`config.mk`:
```
export PLATFORM = sky130hd
export DESIGN_NAME = llpr_router
export DESIGN_NICKNAME = d
export VERILOG_FILES = /design/src/design/llpr_pkg.sv /design/src/design/llpr_router.sv
export SDC_FILE = /design/constraint.sdc
export NUM_CORES = 1
export LEC_CHECK = 0
export BUFFER_PORTS_ARGS = -buffer_cell sky130_fd_sc_hd__buf_4
export CORE_AREA = 2 2 290 292
export DETAILED_ROUTE_END_ITERATION = 10
export DIE_AREA = 0 0 292 294
export HOLD_SLACK_MARGIN = 0.02
export PLACE_DENSITY = 0.52
export REMOVE_ABC_BUFFERS = 1
export SLEW_MARGIN = 20
export SYNTH_ARGS = -nofsm -noshare
export SYNTH_HDL_FRONTEND = slang
export SYNTH_SLANG_ARGS = --single-unit
```
`constraint.sdc`:
```
create_clock -name aclk -period 4.7 [get_ports aclk]
set_clock_uncertainty 0.05 [all_clocks]
set_input_delay 0.235 -clock aclk [delete_from_list [all_inputs] [get_ports aclk]]
set_output_delay 0.235 -clock aclk [all_outputs]
set_load 0.05 [all_outputs]
```
`src/design/llpr_pkg.sv`:
```
// Purpose: Shared constants and types of the logical layer port router
// Assumes: 64-bit stream beats, 32-bit AXI4-Lite register bus
// Notes:   Offsets are byte addresses inside the logical layer region
`default_nettype none
package llpr_pkg;
  // ----------------------------------------------------------------
  // Header fields and transaction types
  // ----------------------------------------------------------------
  localparam int        FTYPE_LSB   = 52;
  localparam logic [3:0] FT_NREAD   = 4'h2;
  localparam logic [3:0] FT_NWRITE  = 4'h5;
  localparam logic [3:0] FT_SWRITE  = 4'h6;
  localparam logic [3:0] FT_MAINT   = 4'h8;
  localparam logic [3:0] FT_DBELL   = 4'hA;
  localparam logic [3:0] FT_MSG     = 4'hB;
  localparam logic [3:0] FT_RESP    = 4'hD;
  localparam logic [7:0] KEEP_ALL   = 8'hFF;
  // ----------------------------------------------------------------
  // Register map and fabric regions
  // ----------------------------------------------------------------
  localparam logic [11:0] REG_CTRL  = 12'h000;
  localparam logic [11:0] REG_STAT  = 12'h004;
  localparam logic [11:0] REG_DROP  = 12'h008;
  localparam logic [1:0]  CTRL_RST  = 2'h3;
  localparam int          CTRL_TXEN = 0;
  localparam int          CTRL_RXEN = 1;
  localparam logic [15:0] DROP_RST  = 16'h0000;
  localparam logic [1:0]  RGN_LOG   = 2'h0;
  localparam logic [1:0]  RGN_PHY   = 2'h1;
  localparam logic [1:0]  RGN_BUF   = 2'h2;
  localparam logic [1:0]  RESP_OK   = 2'h0;
  localparam logic [1:0]  RESP_SLV  = 2'h2;
  localparam logic [1:0]  RESP_DEC  = 2'h3;
  // ----------------------------------------------------------------
  // Types
  // ----------------------------------------------------------------
  typedef enum logic [2:0] {
    DST_IO   = 3'b000,
    DST_MSG  = 3'b001,
    DST_MNT  = 3'b010,
    DST_USR  = 3'b011,
    DST_DROP = 3'b100
  } llpr_dest_t;
  typedef enum logic [1:0] {
    CF_IDLE = 2'b00,
    CF_EXT  = 2'b01,
    CF_RESP = 2'b10
  } llpr_cfg_t;
endpackage
`default_nettype wire

```
`src/design/llpr_router.sv`:
```
// Purpose: Steers packets between user ports and the transport side
// Assumes: One clock; cfg_resetn and aresetn are synchronous to aclk
// Notes:   Rx ports msg/mnt/usr share the iorx data bus, own valid
`default_nettype none
module llpr_router import llpr_pkg::*; #(
  parameter bit MSG_SUPPORT  = 1'b1,
  parameter bit MSG_PORT     = 1'b1,
  parameter bit MNT_PORT     = 1'b1,
  parameter bit USR_PORT     = 1'b1,
  parameter bit MAINT_STREAM = 1'b0,
  parameter bit HDR_FORMAT   = 1'b1
) (
  input  wire logic        aclk,
  input  wire logic        aresetn,
  input  wire logic        cfg_resetn,
  input  wire logic [1:0]  link_width,
  output logic       [1:0] clk_rate_sel,
  input  wire logic        s_axis_iotx_tvalid,
  output logic             s_axis_iotx_tready,
  input  wire logic [63:0] s_axis_iotx_tdata,
  input  wire logic [7:0]  s_axis_iotx_tkeep,
  input  wire logic        s_axis_iotx_tlast,
  input  wire logic [31:0] s_axis_iotx_tuser,
  input  wire logic        s_axis_mntx_tvalid,
  output logic             s_axis_mntx_tready,
  input  wire logic [63:0] s_axis_mntx_tdata,
  input  wire logic [7:0]  s_axis_mntx_tkeep,
  input  wire logic        s_axis_mntx_tlast,
  input  wire logic [31:0] s_axis_mntx_tuser,
  output logic             m_axis_ttx_tvalid,
  input  wire logic        m_axis_ttx_tready,
  output logic      [63:0] m_axis_ttx_tdata,
  output logic      [7:0]  m_axis_ttx_tkeep,
  output logic             m_axis_ttx_tlast,
  output logic      [31:0] m_axis_ttx_tuser,
  input  wire logic        s_axis_trx_tvalid,
  output logic             s_axis_trx_tready,
  input  wire logic [63:0] s_axis_trx_tdata,
  input  wire logic [7:0]  s_axis_trx_tkeep,
  input  wire logic        s_axis_trx_tlast,
  input  wire logic [31:0] s_axis_trx_tuser,
  output logic             m_axis_iorx_tvalid,
  input  wire logic        m_axis_iorx_tready,
  output logic             m_axis_msgrx_tvalid,
  input  wire logic        m_axis_msgrx_tready,
  output logic             m_axis_mntrx_tvalid,
  input  wire logic        m_axis_mntrx_tready,
  output logic             m_axis_usrrx_tvalid,
  input  wire logic        m_axis_usrrx_tready,
  output logic      [63:0] m_axis_iorx_tdata,
  output logic      [7:0]  m_axis_iorx_tkeep,
  output logic             m_axis_iorx_tlast,
  output logic      [31:0] m_axis_iorx_tuser,
  input  wire logic [13:0] s_axi_awaddr,
  input  wire logic        s_axi_awvalid,
  output logic             s_axi_awready,
  input  wire logic [31:0] s_axi_wdata,
  input  wire logic [3:0]  s_axi_wstrb,
  input  wire logic        s_axi_wvalid,
  output logic             s_axi_wready,
  output logic      [1:0]  s_axi_bresp,
  output logic             s_axi_bvalid,
  input  wire logic        s_axi_bready,
  input  wire logic [13:0] s_axi_araddr,
  input  wire logic        s_axi_arvalid,
  output logic             s_axi_arready,
  output logic      [31:0] s_axi_rdata,
  output logic      [1:0]  s_axi_rresp,
  output logic             s_axi_rvalid,
  input  wire logic        s_axi_rready,
  output logic             ext_cfg_req,
  output logic             ext_cfg_wr,
  output logic      [1:0]  ext_cfg_sel,
  output logic      [11:0] ext_cfg_addr,
  output logic      [31:0] ext_cfg_wdata,
  output logic      [3:0]  ext_cfg_wstrb,
  input  wire logic        ext_cfg_ack,
  input  wire logic [31:0] ext_cfg_rdata
);
  // ----------------------------------------------------------------
  // Routing decision
  // ----------------------------------------------------------------
  function automatic llpr_dest_t route(input logic [3:0] ft);
    llpr_dest_t d;
    d = USR_PORT ? DST_USR : DST_DROP;
    if (ft == FT_NREAD || ft == FT_NWRITE || ft == FT_SWRITE ||
        ft == FT_RESP || ft == FT_DBELL) begin
      d = DST_IO;
    end else if (ft == FT_MSG && MSG_SUPPORT) begin
      d = MSG_PORT ? DST_MSG : DST_IO;
    end else if (ft == FT_MAINT && MNT_PORT) begin
      d = DST_MNT;
    end
    return d;
  endfunction

  logic [1:0]  ctrl;
  logic [15:0] drop_cnt;
  logic [1:0]  width_m;
  logic [1:0]  width_s;
  logic        rate_done;
  logic        rx_v;
  llpr_dest_t  rx_dest;
  llpr_dest_t  rx_cur;
  llpr_dest_t  rx_bdest;
  logic        rx_first;
  logic        rx_oready;
  logic        rx_take;
  logic        tx_v;
  logic        tx_busy;
  logic        tx_mnt;
  logic        tx_sel_mnt;
  logic        tx_drop;
  logic        tx_bdrop;
  logic        tx_room;
  logic        tx_take;

  // ----------------------------------------------------------------
  // Link width synchroniser and clock rate hold
  // ----------------------------------------------------------------
  // Rate is caught once after reset; train-down leaves it alone
  always_ff @(posedge aclk) begin
    width_m <= link_width;
    width_s <= width_m;
    if (!aresetn) begin
      rate_done    <= 1'b0;
      clk_rate_sel <= 2'h0;
    end else if (!rate_done) begin
      rate_done    <= 1'b1;
      clk_rate_sel <= width_s;
    end
  end

  // ----------------------------------------------------------------
  // Receive path: one register stage, route on first beat
  // ----------------------------------------------------------------
  always_comb begin
    rx_bdest = rx_first ? route(s_axis_trx_tdata[FTYPE_LSB +: 4]) : rx_cur;
    case (rx_dest)
      DST_IO:  rx_oready = m_axis_iorx_tready;
      DST_MSG: rx_oready = m_axis_msgrx_tready;
      DST_MNT: rx_oready = m_axis_mntrx_tready;
      default: rx_oready = m_axis_usrrx_tready;
    endcase
  end
  assign s_axis_trx_tready = ctrl[CTRL_RXEN] && (!rx_v || rx_oready);
  assign rx_take = s_axis_trx_tvalid && s_axis_trx_tready;

  // Stage load; dropped beats are taken and never shown
  always_ff @(posedge aclk) begin
    if (!aresetn) begin
      rx_v     <= 1'b0;
      rx_first <= 1'b1;
      rx_cur   <= DST_IO;
      rx_dest  <= DST_IO;
    end else if (rx_take) begin
      rx_v     <= (rx_bdest != DST_DROP);
      rx_first <= s_axis_trx_tlast;
      rx_cur   <= rx_bdest;
      rx_dest  <= rx_bdest;
    end else if (rx_oready) begin
      rx_v <= 1'b0;
    end
  end

  // Receive data held in flops
  always_ff @(posedge aclk) begin
    if (!aresetn) begin
      m_axis_iorx_tdata <= 64'h0;
      m_axis_iorx_tkeep <= 8'h0;
      m_axis_iorx_tlast <= 1'b0;
      m_axis_iorx_tuser <= 32'h0;
    end else if (rx_take) begin
      m_axis_iorx_tdata <= s_axis_trx_tdata;
      m_axis_iorx_tkeep <= HDR_FORMAT ? KEEP_ALL : s_axis_trx_tkeep;
      m_axis_iorx_tlast <= s_axis_trx_tlast;
      m_axis_iorx_tuser <= s_axis_trx_tuser;
    end
  end
  assign m_axis_iorx_tvalid  = rx_v && rx_dest == DST_IO;
  assign m_axis_msgrx_tvalid = rx_v && rx_dest == DST_MSG;
  assign m_axis_mntrx_tvalid = rx_v && rx_dest == DST_MNT;
  assign m_axis_usrrx_tvalid = rx_v && rx_dest == DST_USR;

  // ----------------------------------------------------------------
  // Transmit path: packet-locked merge of I/O and maintenance
  // ----------------------------------------------------------------
  assign tx_room    = ctrl[CTRL_TXEN] && (!tx_v || m_axis_ttx_tready);
  assign tx_sel_mnt = tx_busy ? tx_mnt : (MNT_PORT && s_axis_mntx_tvalid);
  assign s_axis_iotx_tready = tx_room && !tx_sel_mnt;
  assign s_axis_mntx_tready = tx_room && tx_sel_mnt;
  assign tx_take = tx_sel_mnt ? s_axis_mntx_tvalid && s_axis_mntx_tready
                              : s_axis_iotx_tvalid && s_axis_iotx_tready;
  // Maintenance on the I/O channel is discarded while the port exists
  assign tx_bdrop = !tx_sel_mnt && (tx_busy ? tx_drop :
                    MNT_PORT && s_axis_iotx_tdata[FTYPE_LSB +: 4] == FT_MAINT);

  // Packet lock and stage valid
  always_ff @(posedge aclk) begin
    if (!aresetn) begin
      tx_v    <= 1'b0;
      tx_busy <= 1'b0;
      tx_mnt  <= 1'b0;
      tx_drop <= 1'b0;
    end else if (tx_take) begin
      tx_v    <= !tx_bdrop;
      tx_busy <= !(tx_sel_mnt ? s_axis_mntx_tlast : s_axis_iotx_tlast);
      tx_mnt  <= tx_sel_mnt;
      tx_drop <= tx_bdrop;
    end else if (m_axis_ttx_tready) begin
      tx_v <= 1'b0;
    end
  end

  // Transmit data held in flops
  always_ff @(posedge aclk) begin
    if (!aresetn) begin
      m_axis_ttx_tdata <= 64'h0;
      m_axis_ttx_tkeep <= 8'h0;
      m_axis_ttx_tlast <= 1'b0;
      m_axis_ttx_tuser <= 32'h0;
    end else if (tx_take) begin
      m_axis_ttx_tdata <= tx_sel_mnt ? s_axis_mntx_tdata : s_axis_iotx_tdata;
      m_axis_ttx_tkeep <= tx_sel_mnt ? s_axis_mntx_tkeep : s_axis_iotx_tkeep;
      m_axis_ttx_tlast <= tx_sel_mnt ? s_axis_mntx_tlast : s_axis_iotx_tlast;
      m_axis_ttx_tuser <= tx_sel_mnt ? s_axis_mntx_tuser : s_axis_iotx_tuser;
    end
  end
  assign m_axis_ttx_tvalid = tx_v;

  // ----------------------------------------------------------------
  // Configuration master and fabric over AXI4-Lite
  // ----------------------------------------------------------------
  llpr_cfg_t   cf_state;
  logic        aw_full;
  logic        w_full;
  logic        ar_full;
  logic        op_wr;
  logic [13:0] aw_addr;
  logic [13:0] ar_addr;
  logic [31:0] w_data;
  logic [3:0]  w_strb;
  logic [13:0] op_addr;
  logic        drop_ev;
  logic        drop_clr;

  assign s_axi_awready = !aw_full;
  assign s_axi_wready  = !w_full;
  assign s_axi_arready = !ar_full;
  assign s_axi_bvalid  = cf_state == CF_RESP && op_wr;
  assign s_axi_rvalid  = cf_state == CF_RESP && !op_wr;
  assign op_addr       = (aw_full && w_full) ? aw_addr : ar_addr;

  // Address, data and read request holds
  always_ff @(posedge aclk) begin
    if (!aresetn) begin
      aw_full <= 1'b0;
      w_full  <= 1'b0;
      ar_full <= 1'b0;
      aw_addr <= 14'h0;
      ar_addr <= 14'h0;
      w_data  <= 32'h0;
      w_strb  <= 4'h0;
    end else begin
      if (s_axi_awvalid && !aw_full) begin
        aw_full <= 1'b1;
        aw_addr <= s_axi_awaddr;
      end else if (s_axi_bvalid && s_axi_bready) begin
        aw_full <= 1'b0;
      end
      if (s_axi_wvalid && !w_full) begin
        w_full <= 1'b1;
        w_data <= s_axi_wdata;
        w_strb <= s_axi_wstrb;
      end else if (s_axi_bvalid && s_axi_bready) begin
        w_full <= 1'b0;
      end
      if (s_axi_arvalid && !ar_full) begin
        ar_full <= 1'b1;
        ar_addr <= s_axi_araddr;
      end else if (s_axi_rvalid && s_axi_rready) begin
        ar_full <= 1'b0;
      end
    end
  end

  // Fabric decode: log region local, phy and buf forwarded only while MAINT_STREAM is clear
  always_ff @(posedge aclk) begin
    if (!aresetn) begin
      cf_state      <= CF_IDLE;
      op_wr         <= 1'b0;
      s_axi_bresp   <= RESP_OK;
      s_axi_rresp   <= RESP_OK;
      s_axi_rdata   <= 32'h0;
      ext_cfg_req   <= 1'b0;
      ext_cfg_wr    <= 1'b0;
      ext_cfg_sel   <= RGN_LOG;
      ext_cfg_addr  <= 12'h0;
      ext_cfg_wdata <= 32'h0;
      ext_cfg_wstrb <= 4'h0;
    end else begin
      case (cf_state)
        CF_IDLE: begin
          if ((aw_full && w_full) || ar_full) begin
            op_wr       <= aw_full && w_full;
            s_axi_bresp <= RESP_OK;
            s_axi_rresp <= RESP_OK;
            s_axi_rdata <= 32'h0;
            cf_state    <= CF_RESP;
            if (op_addr[13:12] == RGN_LOG) begin
              if (op_addr[11:0] == REG_CTRL) begin
                s_axi_rdata <= {30'h0, ctrl};
              end else if (op_addr[11:0] == REG_STAT) begin
                s_axi_rdata <= {24'h0, tx_busy, !rx_first, clk_rate_sel, 2'h0, width_s};
                s_axi_bresp <= RESP_SLV;
              end else if (op_addr[11:0] == REG_DROP) begin
                s_axi_rdata <= {16'h0, drop_cnt};
              end else begin
                s_axi_bresp <= RESP_SLV;
                s_axi_rresp <= RESP_SLV;
              end
            end else if (op_addr[13:12] != 2'h3 && !MAINT_STREAM) begin
              ext_cfg_req   <= 1'b1;
              ext_cfg_wr    <= aw_full && w_full;
              ext_cfg_sel   <= op_addr[13:12];
              ext_cfg_addr  <= op_addr[11:0];
              ext_cfg_wdata <= w_data;
              ext_cfg_wstrb <= w_strb;
              cf_state      <= CF_EXT;
            end else begin
              s_axi_bresp <= RESP_DEC;
              s_axi_rresp <= RESP_DEC;
            end
          end
        end
        CF_EXT: begin
          if (ext_cfg_ack) begin
            ext_cfg_req <= 1'b0;
            s_axi_rdata <= ext_cfg_rdata;
            cf_state    <= CF_RESP;
          end
        end
        CF_RESP: begin
          if ((op_wr && s_axi_bready) || (!op_wr && s_axi_rready)) begin
            cf_state <= CF_IDLE;
          end
        end
        default: cf_state <= CF_IDLE;
      endcase
    end
  end

  // Local registers; config reset returns them to defaults
  assign drop_ev  = rx_take && rx_bdest == DST_DROP && rx_first;
  assign drop_clr = cf_state == CF_IDLE && aw_full && w_full &&
                    aw_addr == {RGN_LOG, REG_DROP};
  always_ff @(posedge aclk) begin
    if (!aresetn || !cfg_resetn) begin
      ctrl     <= CTRL_RST;
      drop_cnt <= DROP_RST;
    end else begin
      if (cf_state == CF_IDLE && aw_full && w_full &&
          aw_addr == {RGN_LOG, REG_CTRL} && w_strb[0]) begin
        ctrl <= w_data[1:0];
      end
      if (drop_ev) begin
        drop_cnt <= drop_clr ? 16'h1 : drop_cnt + 16'h1;
      end else if (drop_clr) begin
        drop_cnt <= DROP_RST;
      end
    end
  end
endmodule
`default_nettype wire

```
; Word level (Yosys, flattened, before mapping)
; Cells that the tools add are included.
[totals]
register_bits = 395
latchBits = 0
ram_bits = 0
rom_bits = 0
in_bits = 430
memories = 0
[classes]
n_addsub = 1
multipliers = 0
div_mod_pow = 0
magnitude_cmp = 0
eq_ne = 24
shifts = 0
muxes = 52
n_bitwise = 1
n_reduce_logical = 67
[op_table]
columns = op, n
row1 = 16-bit 2-to-1 mux, 7
row2 = 32-bit 2-to-1 mux, 3
row3 = 64-bit 2-to-1 mux, 1
row4 = 32-bit case mux with 2 select lines, 1
row5 = 2-bit 2-to-1 mux, 15
row6 = 1-bit logical AND, 29
row7 = "4-bit == test, second input constant", 5
row8 = 1-bit 2-to-1 mux, 19
row9 = "16-bit by 1-bit adder with 16-bit output, second input constant", 1
row10 = "14-bit by 4-bit == test with 1-bit output, second input constant", 1
row11 = 14-bit zero test, 1
row12 = 14-bit 2-to-1 mux, 1
row13 = 2-bit nonzero test, 7
row14 = "12-bit by 3-bit == test with 1-bit output, second input constant", 1
row15 = "12-bit by 4-bit == test with 1-bit output, second input constant", 1
row16 = 1-bit zero test, 12
row17 = 12-bit zero test, 1
row18 = "2-bit != test, second input constant", 5
row19 = 1-bit logical OR, 9
row20 = "4-bit by 3-bit == test with 1-bit output, second input constant", 2
row21 = 8-bit 2-to-1 mux, 1
row22 = "3-bit by 2-bit == test with 1-bit output, second input constant", 2
row23 = 2-bit case mux with 3 select lines, 1
row24 = 3-bit AND reduction, 2
row25 = 16 further kinds, 17

; Depth between registers and ports, before layout
; Gate-level depths: netlist (run 1).
[depth]
ltp_word = 11
ltp_mapped = 11
depth_no_buf = 9

; Least setup slack after synthesis (run 1)
; OpenSTA, ideal clock, no wires.
[synth_path]
kind = register to register
start = register w_full
end = register ext_cfg_addr[2]
setup_ns = 0.116
arrival_time_ns = 2.116
required_ns = 4.534
path_slack_ns = 2.418
path_stages_with_launch = 11
path_cell_list = dfxtp_1 -> and2_4 -> buf_2 -> mux2i_1 -> inv_1 -> ha_1 -> nor3_1 -> buf_2 -> buf_2 -> nand2_1 -> o211a_1
[synth_via]
elab_chain_cells = 5
elab_cells_between_ends = 7
cone_classes = eq/ne: 1 / mux: 1 / bitwise: 1 / reduce/logical: 4
[synth_rtl]
columns = element, line
row1 = "start, declared", llpr_router.sv:236  ; logic w_full;
row2 = "start signal, assigned", llpr_router.sv:258  ; w_full <= 1'b0;
row3 = "start signal, assigned", llpr_router.sv:272  ; w_full <= 1'b1;
row4 = "start signal, assigned", llpr_router.sv:276  ; w_full <= 1'b0;
row5 = 1-bit logical AND *, llpr_router.sv:252  ; assign op_addr = (aw_full && w_full) ? aw_addr : ar_addr;
row6 = 14-bit 2-to-1 mux *, llpr_router.sv:252
row7 = named net op_addr[12], llpr_router.sv:243  ; logic [13:0] op_addr;
row8 = 2-bit zero test, llpr_router.sv:310  ; if (op_addr[13:12] == RGN_LOG) begin
row9 = 1-bit NOT (no line), n/a
row10 = 4-bit AND reduction (no line) *, n/a
row11 = "end signal, assigned", llpr_router.sv:326  ; ext_cfg_addr <= op_addr[11:0];
row12 = "end, declared", llpr_router.sv:74  ; output logic [11:0] ext_cfg_addr,
; The timed path passes the listed nets; every way through them passes the cells marked *.
; A chain may end at the register's enable or synchronous reset.

; Final worst setup path (run 1)
[layout_path]
start = register tx_busy
end = register m_axis_ttx_tdata[17]
[layout_via]
elab_chain_cells = 5
elab_cells_between_ends = 8
cone_classes = mux: 3 / reduce/logical: 5
[layout_rtl]
columns = element, line
row1 = "start, declared", llpr_router.sv:110  ; logic tx_busy;
row2 = "start signal, assigned", llpr_router.sv:207  ; tx_busy <= !(tx_sel_mnt ? s_axis_mntx_tlast : s_axis_iotx_tlast);
row3 = 1-bit 2-to-1 mux *, llpr_router.sv:189  ; assign tx_sel_mnt = tx_busy ? tx_mnt : (MNT_PORT && s_axis_mntx_tvalid);
row4 = 1-bit zero test, llpr_router.sv:190  ; assign s_axis_iotx_tready = tx_room && !tx_sel_mnt;
row5 = 1-bit logical AND, llpr_router.sv:190
row6 = 1-bit logical AND, llpr_router.sv:193  ; : s_axis_iotx_tvalid && s_axis_iotx_tready;
row7 = 1-bit 2-to-1 mux, llpr_router.sv:192  ; assign tx_take = tx_sel_mnt ? s_axis_mntx_tvalid && s_axis_mntx_tready
row8 = "end signal, assigned", llpr_router.sv:223  ; m_axis_ttx_tdata <= tx_sel_mnt ? s_axis_mntx_tdata : s_axis_iotx_tdata;
row9 = "end, declared", llpr_router.sv:32  ; output logic [63:0] m_axis_ttx_tdata,
; Mark *: on every way between the ends. The rest lies on a longest branch, timed or not.

==> load_flow_metrics.sql, run 1 <==
INSERT INTO impl_metrics (metric_group, metric, value, unit) VALUES
('outcome', 'run_status', 'finished clean', ''),
('final_layout', 'finish.cell_count_without_fillers', '4094', ''),
('clock_tree', 'worst_setup_hold_path_clk_slew', '0.06', 'ns'),
('detailed_routing', 'via_count', '17600', ''),
('clock_tree', 'cts.sinks', '394', ''),
('synthesis', 'syn_avg_cell_area', '8.30', 'µm²'),
('synthesis', 'synth-seq-cells', '394', ''),
('sta', 'hold_ws', '0.0582', 'ns'),
('clock_tree', 'cts-resized-gates', '0', ''),
('worst_setup_path', 'max_stage_delay', '0.59', 'ns'),
('placement', 'detailed_place_hpwl', '47400', 'µm'),
('hold_path', 'beginning_of_the_worst_hold_path', 's_axis_mntx_tuser[25]', ''),
('sta', 'final_min_period_over_clock_period', '68.5', '%'),
('clock_tree', 'cts_buffers', '49', ''),
('final_layout', 'post_route_cells_drive_above_1_share', '28.8', '%'),
('final_layout', 'final_net_count', '3407', ''),
('detailed_routing', 'detail_route.drc_violations', '0', ''),
('detailed_routing', 'post_detailed_route_via_to_cell_ratio', '4.29', ''),
('sta', 'fin_tns_setup', '0', 'ns'),
('worst_setup_path', 'crit_required', '5.12', 'ns'),
('clock_tree', 'cts-root-buf', 'clkbuf_16', ''),
('sta', 'final-setup-viol-count', '0', ''),
('clock_tree', 'post-cts-setup-buffer-count', '0', ''),
('sta', 'rsz0062_at_grt', 'no', ''),
('worst_setup_path', 'crit_path_cell_trace', 'buf_4 -> mux2_4 -> nand2_1 -> a21oi_4 -> buf_16 -> buf_12 -> nand3_1 -> dlygate4sd3_1 -> o211a_1', ''),
('synthesis', 'yosys.area.top_type', 'dfxtp_1', ''),
('worst_setup_path', 'regToRegStartpoint', 'tx_busy', ''),
('synthesis', 'sequential_cell_area_fraction_in_the_yosys_report', '49.6', '%'),
('worst_setup_path', 'critical_path.top_delay_family', 'buffers and inverters', ''),
('synthesis', 'synth.cell_area', '0.0159', 'mm²'),
('pwr', 'p_leak', '13.4', 'nW'),
('clock_tree', 'hold_fix_buffer_count_after_cts', '408', ''),
('synthesis', 'netlist_top_cells_area', 'dfxtp_1 (50%), nand2_1 (14%), nand3_1 (10%)', ''),
('die', 'die_height', '294', 'µm'),
('worst_setup_path', 'worstPathArrival', '3.64', 'ns'),
('detailed_routing', 'ant_nets', '0', ''),
('sta', 'slew_viol_final', '0', ''),
('synthesis', 'synth.top_cell.area_share', '49.6', '%'),
('sta', 'finalCriticalPeriod', '3.22', 'ns'),
('detailed_routing', 'routed_wl', '68400', 'µm'),
('pwr', 'worst_ir_drop_vdd', '0.286', 'mV'),
('global_routing', 'first_pass_grt_wire_length', '102000', 'µm'),
('pwr', 'totalPowerFinal', '0.0104', 'W'),
('clock_tree', 'clkLatencyLatePin', '0.57', 'ns'),
('synthesis', 'postSynthCellCount', '1914', ''),
('sta', 'worst_max_slew_pin_slew', '1.08', 'ns'),
('worst_setup_path', 'critical_path_class', 'register to register', ''),
('global_routing', 'initial_antenna_violation_count', '2', ''),
('clock_tree', 'tritoncts', 'built', ''),
('worst_setup_path', 'critical_path_buf_inv_count', '4', ''),
('global_routing', 'number_of_global_route_vias_before_repair', '17500', ''),
('synthesis', 'postSynth.asyncResetShare', '0', '%'),
('synthesis', 'ys_top_cells_by_count', 'nand2_1 (583), dfxtp_1 (394), nand3_1 (328), o211a_1 (120), a21boi_0 (111)', ''),
('die', 'floorplan.die_area', '0.0858', 'mm²'),
('worst_setup_path', 'setup.worst_path.start', 'tx_busy', ''),
('synthesis', 'yosysWarningCount', '0', ''),
('clock_tree', 'ctsLongestPathBuffers', '3', ''),
('hold_path', 'hold_class', 'input port to register', ''),
('global_routing', 'grt_usage', '15.0', '%'),
('synthesis', 'most_frequent_cell_after_synthesis', 'nand2_1', ''),
('sta', 'max_freq', '311', 'MHz'),
('detailed_routing', 'wl_per_cell', '16.7', 'µm'),
('synthesis', 'synth_edf_count', '0', ''),
('final_layout', 'layout-area-overhead-vs-synth', '76.9', '%'),
('sta', 'hold_viol_final', '0', ''),
('clock_tree', 'htreeDepth', '2', ''),
('placement', 'gp_congestion', '0.797', ''),
('global_routing', 'globalRoute.totalOverflow', '0', ''),
('global_routing', 'grt_start_max_net_pins', '128', ''),
('die', 'num_rows', '106', ''),
('job', 'count_of_max_cap_constraint_violations', '0', '');
==> cells by family (layout without fill, tap and decap cells) <==
kind of cell / count (synthesis) / count (layout) / share of synthesized area (%)
AND/OR/NAND/NOR: 1010 / 1010 / 27.8
flip-flops: 394 / 394 / 49.6
AO/OA/AOI/OAI: 319 / 319 / 16.6
buffers and inverters: 176 / 1275 / 4.84
multiplexers: 13 / 13 / 0.937
adder cells (fa/ha/maj): 2 / 2 / 0.157
other: 0 / 1 / 0
==> through the flow <==
step	area, µm²	worst slack, ns
6_report	28100	1.48
5_1_grt	28100	1.31
4_1_cts	28100	1.48
3_5_place_dp	22400	1.66
3_3_place_gp	22400	1.68
2_1_floorplan	15200	-5.45
==> report_power, final <==
part	switching (W)	internal [W]
Combinational	0.00171	0.00116
Clock	0.00155	0.00224
Sequential	0.000165	0.00361
==> path summary, 6_finish.rpt <==
| kind | end | slack [ns] | cells past startpoint |
|---|---|---|---|
| min reg2reg | width_s[0] | 0.28 | 0 |
| max reg2reg | m_axis_ttx_tdata[17] | 1.48 | 9 |
| min | m_axis_ttx_tuser[25] | 0.06 | 4 |
| max | m_axis_ttx_tdata[17] | 1.48 | 9 |
==> placed cells by master, fill, tap and decap left out, drive strengths merged, types with 2 or more instances in the layout <==
master       count
o211ai           2
a211oi           4
nand2b           6
ha               2
nor4             4
o21ai           24
dfxtp          394
a21oi           18
o221a            2
or4b             2
o211a          120
nor3             7
dlygate4sd3    408
a31oi            3
buf            769
clkbuf          72
nor2            28
clkinvlp         2
mux2             2
and3             2
nor2b           16
nand3          328
a21boi         122
or3              2
nand4            6
bufinv           2
nand2          583
o21a             2
o22ai            2
inv             11
mux2i           11
clkinv          11
a221oi          14
and2            21
==> metal layers <==
metal	track usage, %	part of all wire, %
met1	18.2	42
met2	25.6	48
met3	3.51	6.6
met4	5.95	3.5
met5	0	0
==> worst register-to-register path: cells and delay by family (launching register included) <==
kind / cells / cell delay (ns)
AO/OA/AOI/OAI: 2 / 0.68
buffers and inverters: 4 / 1.31
flip-flops: 1 / 0.30
multiplexers: 1 / 0.47
AND/OR/NAND/NOR: 2 / 0.32
==> registers in the layout, indices dropped and copies added (netlist names), 2 cells and up <==
| name | flops |
|---|---|
| m_axis_iorx_tdata | 64 |
| m_axis_ttx_tdata | 64 |
| ext_cfg_wdata | 32 |
| m_axis_iorx_tuser | 32 |
| m_axis_ttx_tuser | 32 |
| s_axi_rdata | 32 |
| w_data | 32 |
| drop_cnt | 16 |
| ar_addr | 14 |
| aw_addr | 14 |
| ext_cfg_addr | 12 |
| m_axis_ttx_tkeep | 8 |
| ext_cfg_wstrb | 4 |
| w_strb | 4 |
| rx_cur | 3 |
| cf_state | 2 |
| clk_rate_sel | 2 |
| ctrl | 2 |
| ext_cfg_sel | 2 |
| s_axi_bresp | 2 |
| width_m | 2 |
| width_s | 2 |
==> final cells by class <==
type | instances | area, µm²
Clock buffer | 72 | 1450
Fill cell | 8685 | 54800
Multi-Input combinational cell | 1344 | 7280
Antenna cell | 1 | 2.50
Clock inverter | 17 | 151
Timing Repair Buffer | 1177 | 9970
Tap cell | 1080 | 1350
Inverter | 9 | 33.8
Sequential cell | 394 | 7890
No activity file was read; power rests on OpenSTA's default activity.
==> run 2: changes to the inputs <==
--- a/config.mk
+++ b/config.mk
@@ -5,12 +5,13 @@
 export SDC_FILE = /design/constraint.sdc
 export NUM_CORES = 1
 export LEC_CHECK = 0
+export ABC_AREA = 1
 export BUFFER_PORTS_ARGS = -buffer_cell sky130_fd_sc_hd__buf_4
-export CORE_AREA = 2 2 290 292
+export CORE_AREA = 2 2 287 289
 export DETAILED_ROUTE_END_ITERATION = 10
-export DIE_AREA = 0 0 292 294
+export DIE_AREA = 0 0 289 291
 export HOLD_SLACK_MARGIN = 0.02
-export PLACE_DENSITY = 0.52
+export PLACE_DENSITY = 0.51
 export REMOVE_ABC_BUFFERS = 1
 export SLEW_MARGIN = 20
 export SYNTH_ARGS = -nofsm -noshare
==> constraint.sdc (replaced) <==
create_clock -name aclk -period 3.3 [get_ports aclk]
set_clock_uncertainty 0.05 [all_clocks]
set_input_delay 0.165 -clock aclk [delete_from_list [all_inputs] [get_ports aclk]]
set_output_delay 0.165 -clock aclk [all_outputs]
set_load 0.05 [all_outputs]
==> load_flow_metrics.sql, run 2 <==
INSERT INTO impl_metrics (metric_group, metric, value, unit) VALUES
('outcome', 'run_status', 'finished clean', ''),
('detailed_routing', 'detail_route.drc_violations', '0', ''),
('synthesis', 'netlist_top_cells_area', 'dfxtp_1 (52%), nor2_1 (9.7%), o21ai_0 (8.9%)', ''),
('clock_tree', 'tritoncts', 'built', ''),
('clock_tree', 'ctsLongestPathBuffers', '3', ''),
('synthesis', 'ys_top_cells_by_count', 'dfxtp_1 (394), nor2_1 (391), nand2_1 (344), o21ai_0 (270), a31oi_1 (106)', ''),
('sta', 'final_min_period_over_clock_period', '92.5', '%'),
('placement', 'gp_congestion', '0.837', ''),
('hold_path', 'hold_class', 'input port to register', ''),
('hold_path', 'hold_path_depth', '1', ''),
('clock_tree', 'cts-root-buf', 'clkbuf_16', ''),
('detailed_routing', 'post_detailed_route_via_to_cell_ratio', '4.21', ''),
('synthesis', 'synth_top_flop_cell', 'dfxtp_1', ''),
('synthesis', 'postSynth.asyncResetShare', '0', '%'),
('pwr', 'p_seq_share', '34.7', '%'),
('global_routing', 'globalRoute.totalOverflow', '0', ''),
('sta', 'max_freq', '328', 'MHz'),
('worst_setup_path', 'critical_path.max_fanout', '34', ''),
('final_layout', 'layout-area-overhead-vs-synth', '80.9', '%'),
('clock_tree', 'cts_buffers', '48', ''),
('global_routing', 'first_pass_grt_wire_length', '104000', 'µm'),
('clock_tree', 'post-cts-setup-buffer-count', '0', ''),
('die', 'floorplan.die_area', '0.0841', 'mm²'),
('synthesis', 'yosysWarningCount', '0', ''),
('synthesis', 'synth_edf_count', '0', ''),
('worst_setup_path', 'terminus_of_the_critical_flop_to_flop_path', 'm_axis_ttx_tuser[20]', ''),
('hold_path', 'whs_endpoint', 'rate_done', ''),
('placement', 'detailed_place.area', '0.0217', 'mm²'),
('placement', 'place_inst', '3677', ''),
('pwr', 'p_leak', '12.7', 'nW'),
('sta', 'final-setup-viol-count', '0', ''),
('worst_setup_path', 'crit_path_cell_trace', 'inv_1 -> or2_1 -> nand2_4 -> inv_4 -> nor2_8 -> nand2_1 -> nand2_8 -> buf_4 -> a31oi_1 -> dlygate4sd3_1 -> o21a_1', ''),
('pwr', 'pwr-share-comb', '32.7', '%'),
('die', 'die_height', '291', 'µm'),
('detailed_routing', 'dr.pass1.iters', '5', ''),
('worst_setup_path', 'regToRegStartpoint', 'tx_busy', ''),
('worst_setup_path', 'worstPathArrival', '3.47', 'ns'),
('worst_setup_path', 'max_stage_delay', '0.64', 'ns'),
('synthesis', 'synth.top_cell.area_share', '51.9', '%'),
('sta', 'minimum_setup_slack_in_the_final_design', '0.247', 'ns'),
('worst_setup_path', 'critPathLaunchType', 'register', ''),
('worst_setup_path', 'timing.reg2reg.worst_path_depth', '11', ''),
('placement', 'place_worst_setup_slack', '0.683', 'ns'),
('worst_setup_path', 'crit_slowest_cell', 'dlygate4sd3_1', ''),
('worst_setup_path', 'ff2ff_setup_slack', '0.25', 'ns'),
('detailed_routing', 'ant_nets', '0', ''),
('worst_setup_path', 'crit_path_end_kind', 'register', ''),
('worst_setup_path', 'crit_required', '3.71', 'ns'),
('sta', 'hold_viol_final', '0', ''),
('clock_tree', 'worst_setup_hold_path_clk_slew', '0.06', 'ns'),
('detailed_routing', 'drt_iter0_drc', '876', ''),
('worst_setup_path', 'critical_path_class', 'register to register', ''),
('synthesis', 'most_frequent_cell_after_synthesis', 'dfxtp_1', ''),
('sta', 'slew_headroom', '38.3', '%'),
('global_routing', 'initial_antenna_violation_count', '10', ''),
('final_layout', 'most-common-layout-cells', 'buf_4 (756), dlygate4sd3_1 (418), dfxtp_1 (394), nor2_1 (391), nand2_1 (343)', ''),
('hold_path', 'beginning_of_the_worst_hold_path', 'aresetn', ''),
('die', 'die-width', '289', 'µm'),
('global_routing', 'number_of_global_route_vias_before_repair', '17600', ''),
('synthesis', 'synth-seq-cells', '394', ''),
('detailed_routing', 'routed_wl', '69500', 'µm'),
('synthesis', 'sequential_cell_area_fraction_in_the_yosys_report', '51.9', '%'),
('pwr', 'power.internal', '0.0103', 'W'),
('sta', 'slew_viol_final', '0', ''),
('clock_tree', 'htreeDepth', '2', ''),
('synthesis', 'syn_avg_cell_area', '7.63', 'µm²'),
('pwr', 'power_switching_share', '36.3', '%'),
('synthesis', 'yosys.area.top_type', 'dfxtp_1', ''),
('pwr', 'power.clock.fraction', '32.6', '%'),
('final_layout', 'postLayoutCellArea', '0.0275', 'mm²'),
('final_layout', 'multiInputGateArea', '0.00633', 'mm²'),
('synthesis', 'synth.cell_area', '0.0152', 'mm²'),
('job', 'count_of_max_cap_constraint_violations', '0', ''),
('global_routing', 'grt_usage', '15.7', '%'),
('final_layout', 'final_net_count', '3507', ''),
('final_layout', 'biggestRegsByFlops', 'm_axis_iorx_tdata x64, m_axis_ttx_tdata x64', ''),
('detailed_routing', 'wl_per_cell', '16.6', 'µm'),
('die', 'fp.coreArea', '0.0812', 'mm²'),
('sta', 'finalCriticalPeriod', '3.05', 'ns'),
('pwr', 'totalPowerFinal', '0.0162', 'W'),
('placement', 'portbufs', '734', ''),
('pwr', 'powerDensity', '588', 'mW/mm²'),
('sta', 'rsz0062_at_grt', 'no', ''),
('die', 'top_level_pins', '743', ''),
('synthesis', 'number_of_distinct_library_cell_variants_in_the_gate_level_netlist_after_synthesis', '40', ''),
('clock_tree', 'cts.sinks', '394', ''),
('final_layout', 'fillCellCount', '8561', ''),
('global_routing', 'grt_start_max_net_pins', '127', ''),
('sta', 'worst_max_slew_pin_slew', '0.924', 'ns'),
('pwr', 'total_switching_power', '0.00586', 'W'),
('final_layout', 'post_route_cells_drive_above_1_share', '27.6', '%'),
('placement', 'detailed_place_hpwl', '49000', 'µm'),
('pwr', 'worst_ir_drop_vdd', '0.374', 'mV'),
('die', 'floorplan.initialDensity', '18.7', '%'),
('die', 'num_rows', '105', ''),
('final_layout', 'layout_commonest_cell', 'buf_4', ''),
('detailed_routing', 'via_count', '17600', ''),
('clock_tree', 'clkLatencyLatePin', '0.58', 'ns'),
('final_layout', 'regArea', '0.00789', 'mm²'),
('synthesis', 'postSynthCellCount', '1991', ''),
('final_layout', 'finish.cell_count_without_fillers', '4185', '');
run 2: cell types whose count changed after synthesis, moves of 78 or more:
cell,previous run,this run
o211a_1,120,0
a31oi_1,3,106
nand2_1,583,344
nand3_1,328,40
o21ai_0,22,270
a21boi_0,111,0
a21oi_1,18,96
nor2_1,28,391
run 2: routing by layer:
metal | vias to the layer above | part of all wire, % | routed length (µm) | global-route usage (%)
met1 | 8150 | 42 | 29100 | 19.1
li1 | 8769 | - | - | -
met5 | - | 0.023 | 16 | 0
met2 | 579 | 48 | 33300 | 27.0
met4 | 2 | 2.8 | 1910 | 4.32
met3 | 117 | 7.5 | 5220 | 4.44
run 2: worst max-delay path by stage:
stage,to,slack (ns),start
2_1_floorplan,m_axis_ttx_tlast,-2.64,tx_busy
3_3_place_gp,ext_cfg_wdata[24],0.71,aw_full
3_5_place_dp,ext_cfg_wdata[23],0.68,aw_full
4_1_cts,m_axis_ttx_tuser[20],0.16,tx_busy
5_1_grt,m_axis_ttx_tdata[37],0.02,tx_busy
6_report,m_axis_ttx_tuser[20],0.25,tx_busy
run 2: logic make-up (layout without fill, tap and decap cells):
group,count (synthesis),count (layout),share of synthesized area (%)
other,0,4,0
adders and majority gates,2,2,0.165
DFF,394,394,51.9
buffers and inverters,236,1356,6.67
AOI/OAI and AO/OA,552,552,20.3
and+or+nand+nor,807,807,21.0
run 2: worst max-delay path: cells and delay by family (launching register included):
kind / cells / cell delay, ns
AO/OA/AOI/OAI: 2 / 0.26
buffers and inverters: 4 / 1.17
flip-flops: 1 / 0.34
AND/OR/NAND/NOR: 5 / 1.11
run 2: cell type report:
class / count / area share (%)
Multi-Input combinational cell: 1361 / 23.0
Sequential cell: 394 / 28.7
Timing Repair Buffer: 1184 / 36.6
Tap cell: 1070 / 4.87
Antenna cell: 4 / 0.0364
Clock buffer: 71 / 5.05
Inverter: 86 / 1.19
Clock inverter: 15 / 0.614
run 2: through the flow:
step | util [%] | TNS, ns | hold WS (ns)
after floorplan | - | -348.10 | 0.143
after global placement | 26.8 | 0 | 0.221
after detailed placement | 26.8 | 0 | 0.225
after CTS | 33.8 | 0 | 0.0322
after global routing | 33.9 | 0 | 0.0940
final | 33.9 | 0 | 0.0790
run 2: timing repair:
item                                   in CTS  in global routing
gates resized for setup                     0                  1
hold buffers                              418                  0
setup endpoints to repair                   0                  9
endpoints found under the hold margin     313                  0
run 2: power groups by stage:
stage | Clock [W] | Sequential [W] | Combinational (W)
6_report | 0.00526 | 0.00561 | 0.00529
3_5_place_dp | 0 | 0.00569 | 0.00471
4_1_cts | 0.00546 | 0.00560 | 0.00530
5_1_grt | 0.00566 | 0.00567 | 0.00564
2_1_floorplan | 0 | 0.00726 | 0.00124
3_3_place_gp | 0 | 0.00569 | 0.00471
==> run 3: changes to the inputs <==
--- a/config.mk
+++ b/config.mk
@@ -5,13 +5,14 @@
 export SDC_FILE = /design/constraint.sdc
 export NUM_CORES = 1
 export LEC_CHECK = 0
-export ABC_AREA = 1
 export BUFFER_PORTS_ARGS = -buffer_cell sky130_fd_sc_hd__buf_4
-export CORE_AREA = 2 2 287 289
+export CELL_PAD_IN_SITES_DETAIL_PLACEMENT = 1
+export CELL_PAD_IN_SITES_GLOBAL_PLACEMENT = 1
+export CORE_AREA = 2 2 290 292
 export DETAILED_ROUTE_END_ITERATION = 10
-export DIE_AREA = 0 0 289 291
+export DIE_AREA = 0 0 292 294
 export HOLD_SLACK_MARGIN = 0.02
-export PLACE_DENSITY = 0.51
+export PLACE_DENSITY = 0.64
 export REMOVE_ABC_BUFFERS = 1
 export SLEW_MARGIN = 20
 export SYNTH_ARGS = -nofsm -noshare
==> load_flow_metrics.sql, run 3 (same netlist as run 1, synthesis figures left out) <==
INSERT INTO impl_metrics (metric_group, metric, value, unit) VALUES
('pwr', 'worst_ir_drop_vdd', '0.411', 'mV'),
('hold_path', 'hold_class', 'input port to register', ''),
('die', 'num_rows', '106', ''),
('outcome', 'run_status', 'finished clean', ''),
('placement', 'gp_congestion', '0.798', ''),
('pwr', 'powerDensity', '528', 'mW/mm²'),
('sta', 'max_freq', '354', 'MHz'),
('die', 'die-width', '292', 'µm'),
('detailed_routing', 'wl_per_cell', '18.5', 'µm'),
('final_layout', 'final_net_count', '3420', ''),
('worst_setup_path', 'critical_path_class', 'register to register', ''),
('global_routing', 'initial_antenna_violation_count', '9', ''),
('clock_tree', 'post-cts-setup-buffer-count', '0', ''),
('worst_setup_path', 'critPathLaunchType', 'register', ''),
('final_layout', 'biggestRegsByFlops', 'm_axis_iorx_tdata x64, m_axis_ttx_tdata x64', ''),
('placement', 'detailed_place.area', '0.0225', 'mm²'),
('clock_tree', 'clkLatencyLatePin', '0.59', 'ns'),
('sta', 'final_min_period_over_clock_period', '85.7', '%'),
('final_layout', 'layout_commonest_cell', 'buf_4', ''),
('die', 'fp.coreArea', '0.0829', 'mm²'),
('worst_setup_path', 'crit_required', '3.70', 'ns'),
('detailed_routing', 'wirelength_met1', '30400', 'µm'),
('sta', 'rsz0062_at_grt', 'no', ''),
('sta', 'hold_viol_final', '0', ''),
('pwr', 'totalPowerFinal', '0.0149', 'W'),
('clock_tree', 'cts_buffers', '50', ''),
('global_routing', 'number_of_global_route_vias_before_repair', '19100', ''),
('detailed_routing', 'top_layer_used', 'met5', ''),
('detailed_routing', 'post_detailed_route_via_to_cell_ratio', '4.41', ''),
('final_layout', 'final_core_utilization', '34.1', '%'),
('detailed_routing', 'ant_nets', '0', ''),
('final_layout', 'layout-area-overhead-vs-synth', '77.9', '%'),
('clock_tree', 'cts.sinks', '394', ''),
('final_layout', 'most-common-layout-cells', 'buf_4 (761), nand2_1 (582), dlygate4sd3_1 (415), dfxtp_1 (394), nand3_1 (328)', ''),
('final_layout', 'post_route_cells_drive_above_1_share', '28.9', '%'),
('worst_setup_path', 'worstPathArrival', '3.23', 'ns'),
('die', 'die_height', '294', 'µm'),
('die', 'top_level_pins', '743', ''),
('die', 'floorplan.initialDensity', '19.2', '%'),
('clock_tree', 'tritoncts', 'built', ''),
('sta', 'slew_viol_final', '0', ''),
('worst_setup_path', 'crit_path_end_kind', 'register', ''),
('clock_tree', 'worst_setup_hold_path_clk_slew', '0.06', 'ns'),
('clock_tree', 'cts-root-buf', 'clkbuf_16', ''),
('worst_setup_path', 'critical_path.max_fanout', '54', ''),
('pwr', 'p_leak', '13.4', 'nW'),
('job', 'count_of_max_cap_constraint_violations', '0', ''),
('detailed_routing', 'drt_iter0_drc', '657', ''),
('detailed_routing', 'routed_wl', '76100', 'µm'),
('sta', 'final-setup-viol-count', '0', ''),
('placement', 'detailed_place_hpwl', '51300', 'µm'),
('global_routing', 'grt_start_max_net_pins', '108', ''),
('detailed_routing', 'met3_length', '4740', 'µm'),
('sta', 'finalCriticalPeriod', '2.83', 'ns'),
('global_routing', 'grt_usage', '16.8', '%'),
('die', 'floorplan.die_area', '0.0858', 'mm²'),
('detailed_routing', 'dr.pass1.iters', '4', ''),
('detailed_routing', 'via_count', '18100', ''),
('sta', 'slew_headroom', '27.2', '%'),
('clock_tree', 'ctsLongestPathBuffers', '3', ''),
('clock_tree', 'htreeDepth', '2', ''),
('global_routing', 'first_pass_grt_wire_length', '113000', 'µm'),
('placement', 'portbufs', '734', ''),
('worst_setup_path', 'ff2ff_setup_slack', '0.47', 'ns'),
('detailed_routing', 'wl_met2', '37700', 'µm'),
('clock_tree', 'cts-resized-gates', '0', ''),
('sta', 'worst_max_slew_pin_slew', '1.09', 'ns'),
('final_layout', 'postLayoutCellArea', '0.0283', 'mm²'),
('global_routing', 'globalRoute.totalOverflow', '0', ''),
('detailed_routing', 'detail_route.drc_violations', '0', '');
## run 3: where the power goes
group | switching, W | internal, W
Sequential | 0.000247 | 0.00514
Combinational | 0.00249 | 0.00166
Clock | 0.00224 | 0.00315
## run 3: routing by layer
metal	vias to the layer above	track usage, %
met2	592	29.6
li1	8675	-
met4	6	7.30
met1	8681	19.1
met5	-	0
met3	179	4.17
## run 3: worst max-delay path, cell delays in order (launching register included)
cell,delay (ns)
dfxtp_1,0.42
mux2i_4,0.30
nand2_1,0.14
a21oi_4,0.51
buf_12,0.31
nand3_1,0.13
dlygate4sd3_1,0.62
o211a_1,0.16
## run 3: per-stage QoR
step / setup slack (ns) / hold WS, ns / std cells / TNS, ns
floorplan: -6.85 / 0.143 / 1747 / -804.15
global placement: 0.712 / 0.221 / 3601 / 0
detailed placement: 0.658 / 0.225 / 3601 / 0
CTS: 0.443 / 0.0632 / 4104 / 0
global route: 0.327 / 0.115 / 4109 / 0
finish: 0.472 / 0.0930 / 4109 / 0
## run 3: timing repair
action	CTS	global route
endpoints found under the hold margin	325	0
setup endpoints to repair	0	0
hold buffers	415	0
## run 3: cell type report
cell class	instances	area (µm²)
clock inverter	14	90.1
timing repair buffer	1189	10100
fill	9728	54600
tap	1080	1350
multi-input combinational	1344	7270
sequential	394	7890
antenna	5	12.5
inverter	9	33.8
clock buffer	74	1510
## run 3: path summary, 6_finish.rpt
path | cells after the start | startpoint | endpoint
hold / removal | 5 | s_axis_mntx_tlast | m_axis_ttx_tlast
setup / recovery | 7 | tx_busy | m_axis_ttx_tdata[47]
setup reg to reg | 7 | tx_busy | m_axis_ttx_tdata[47]
hold reg to reg | 0 | width_m[0] | width_s[0]
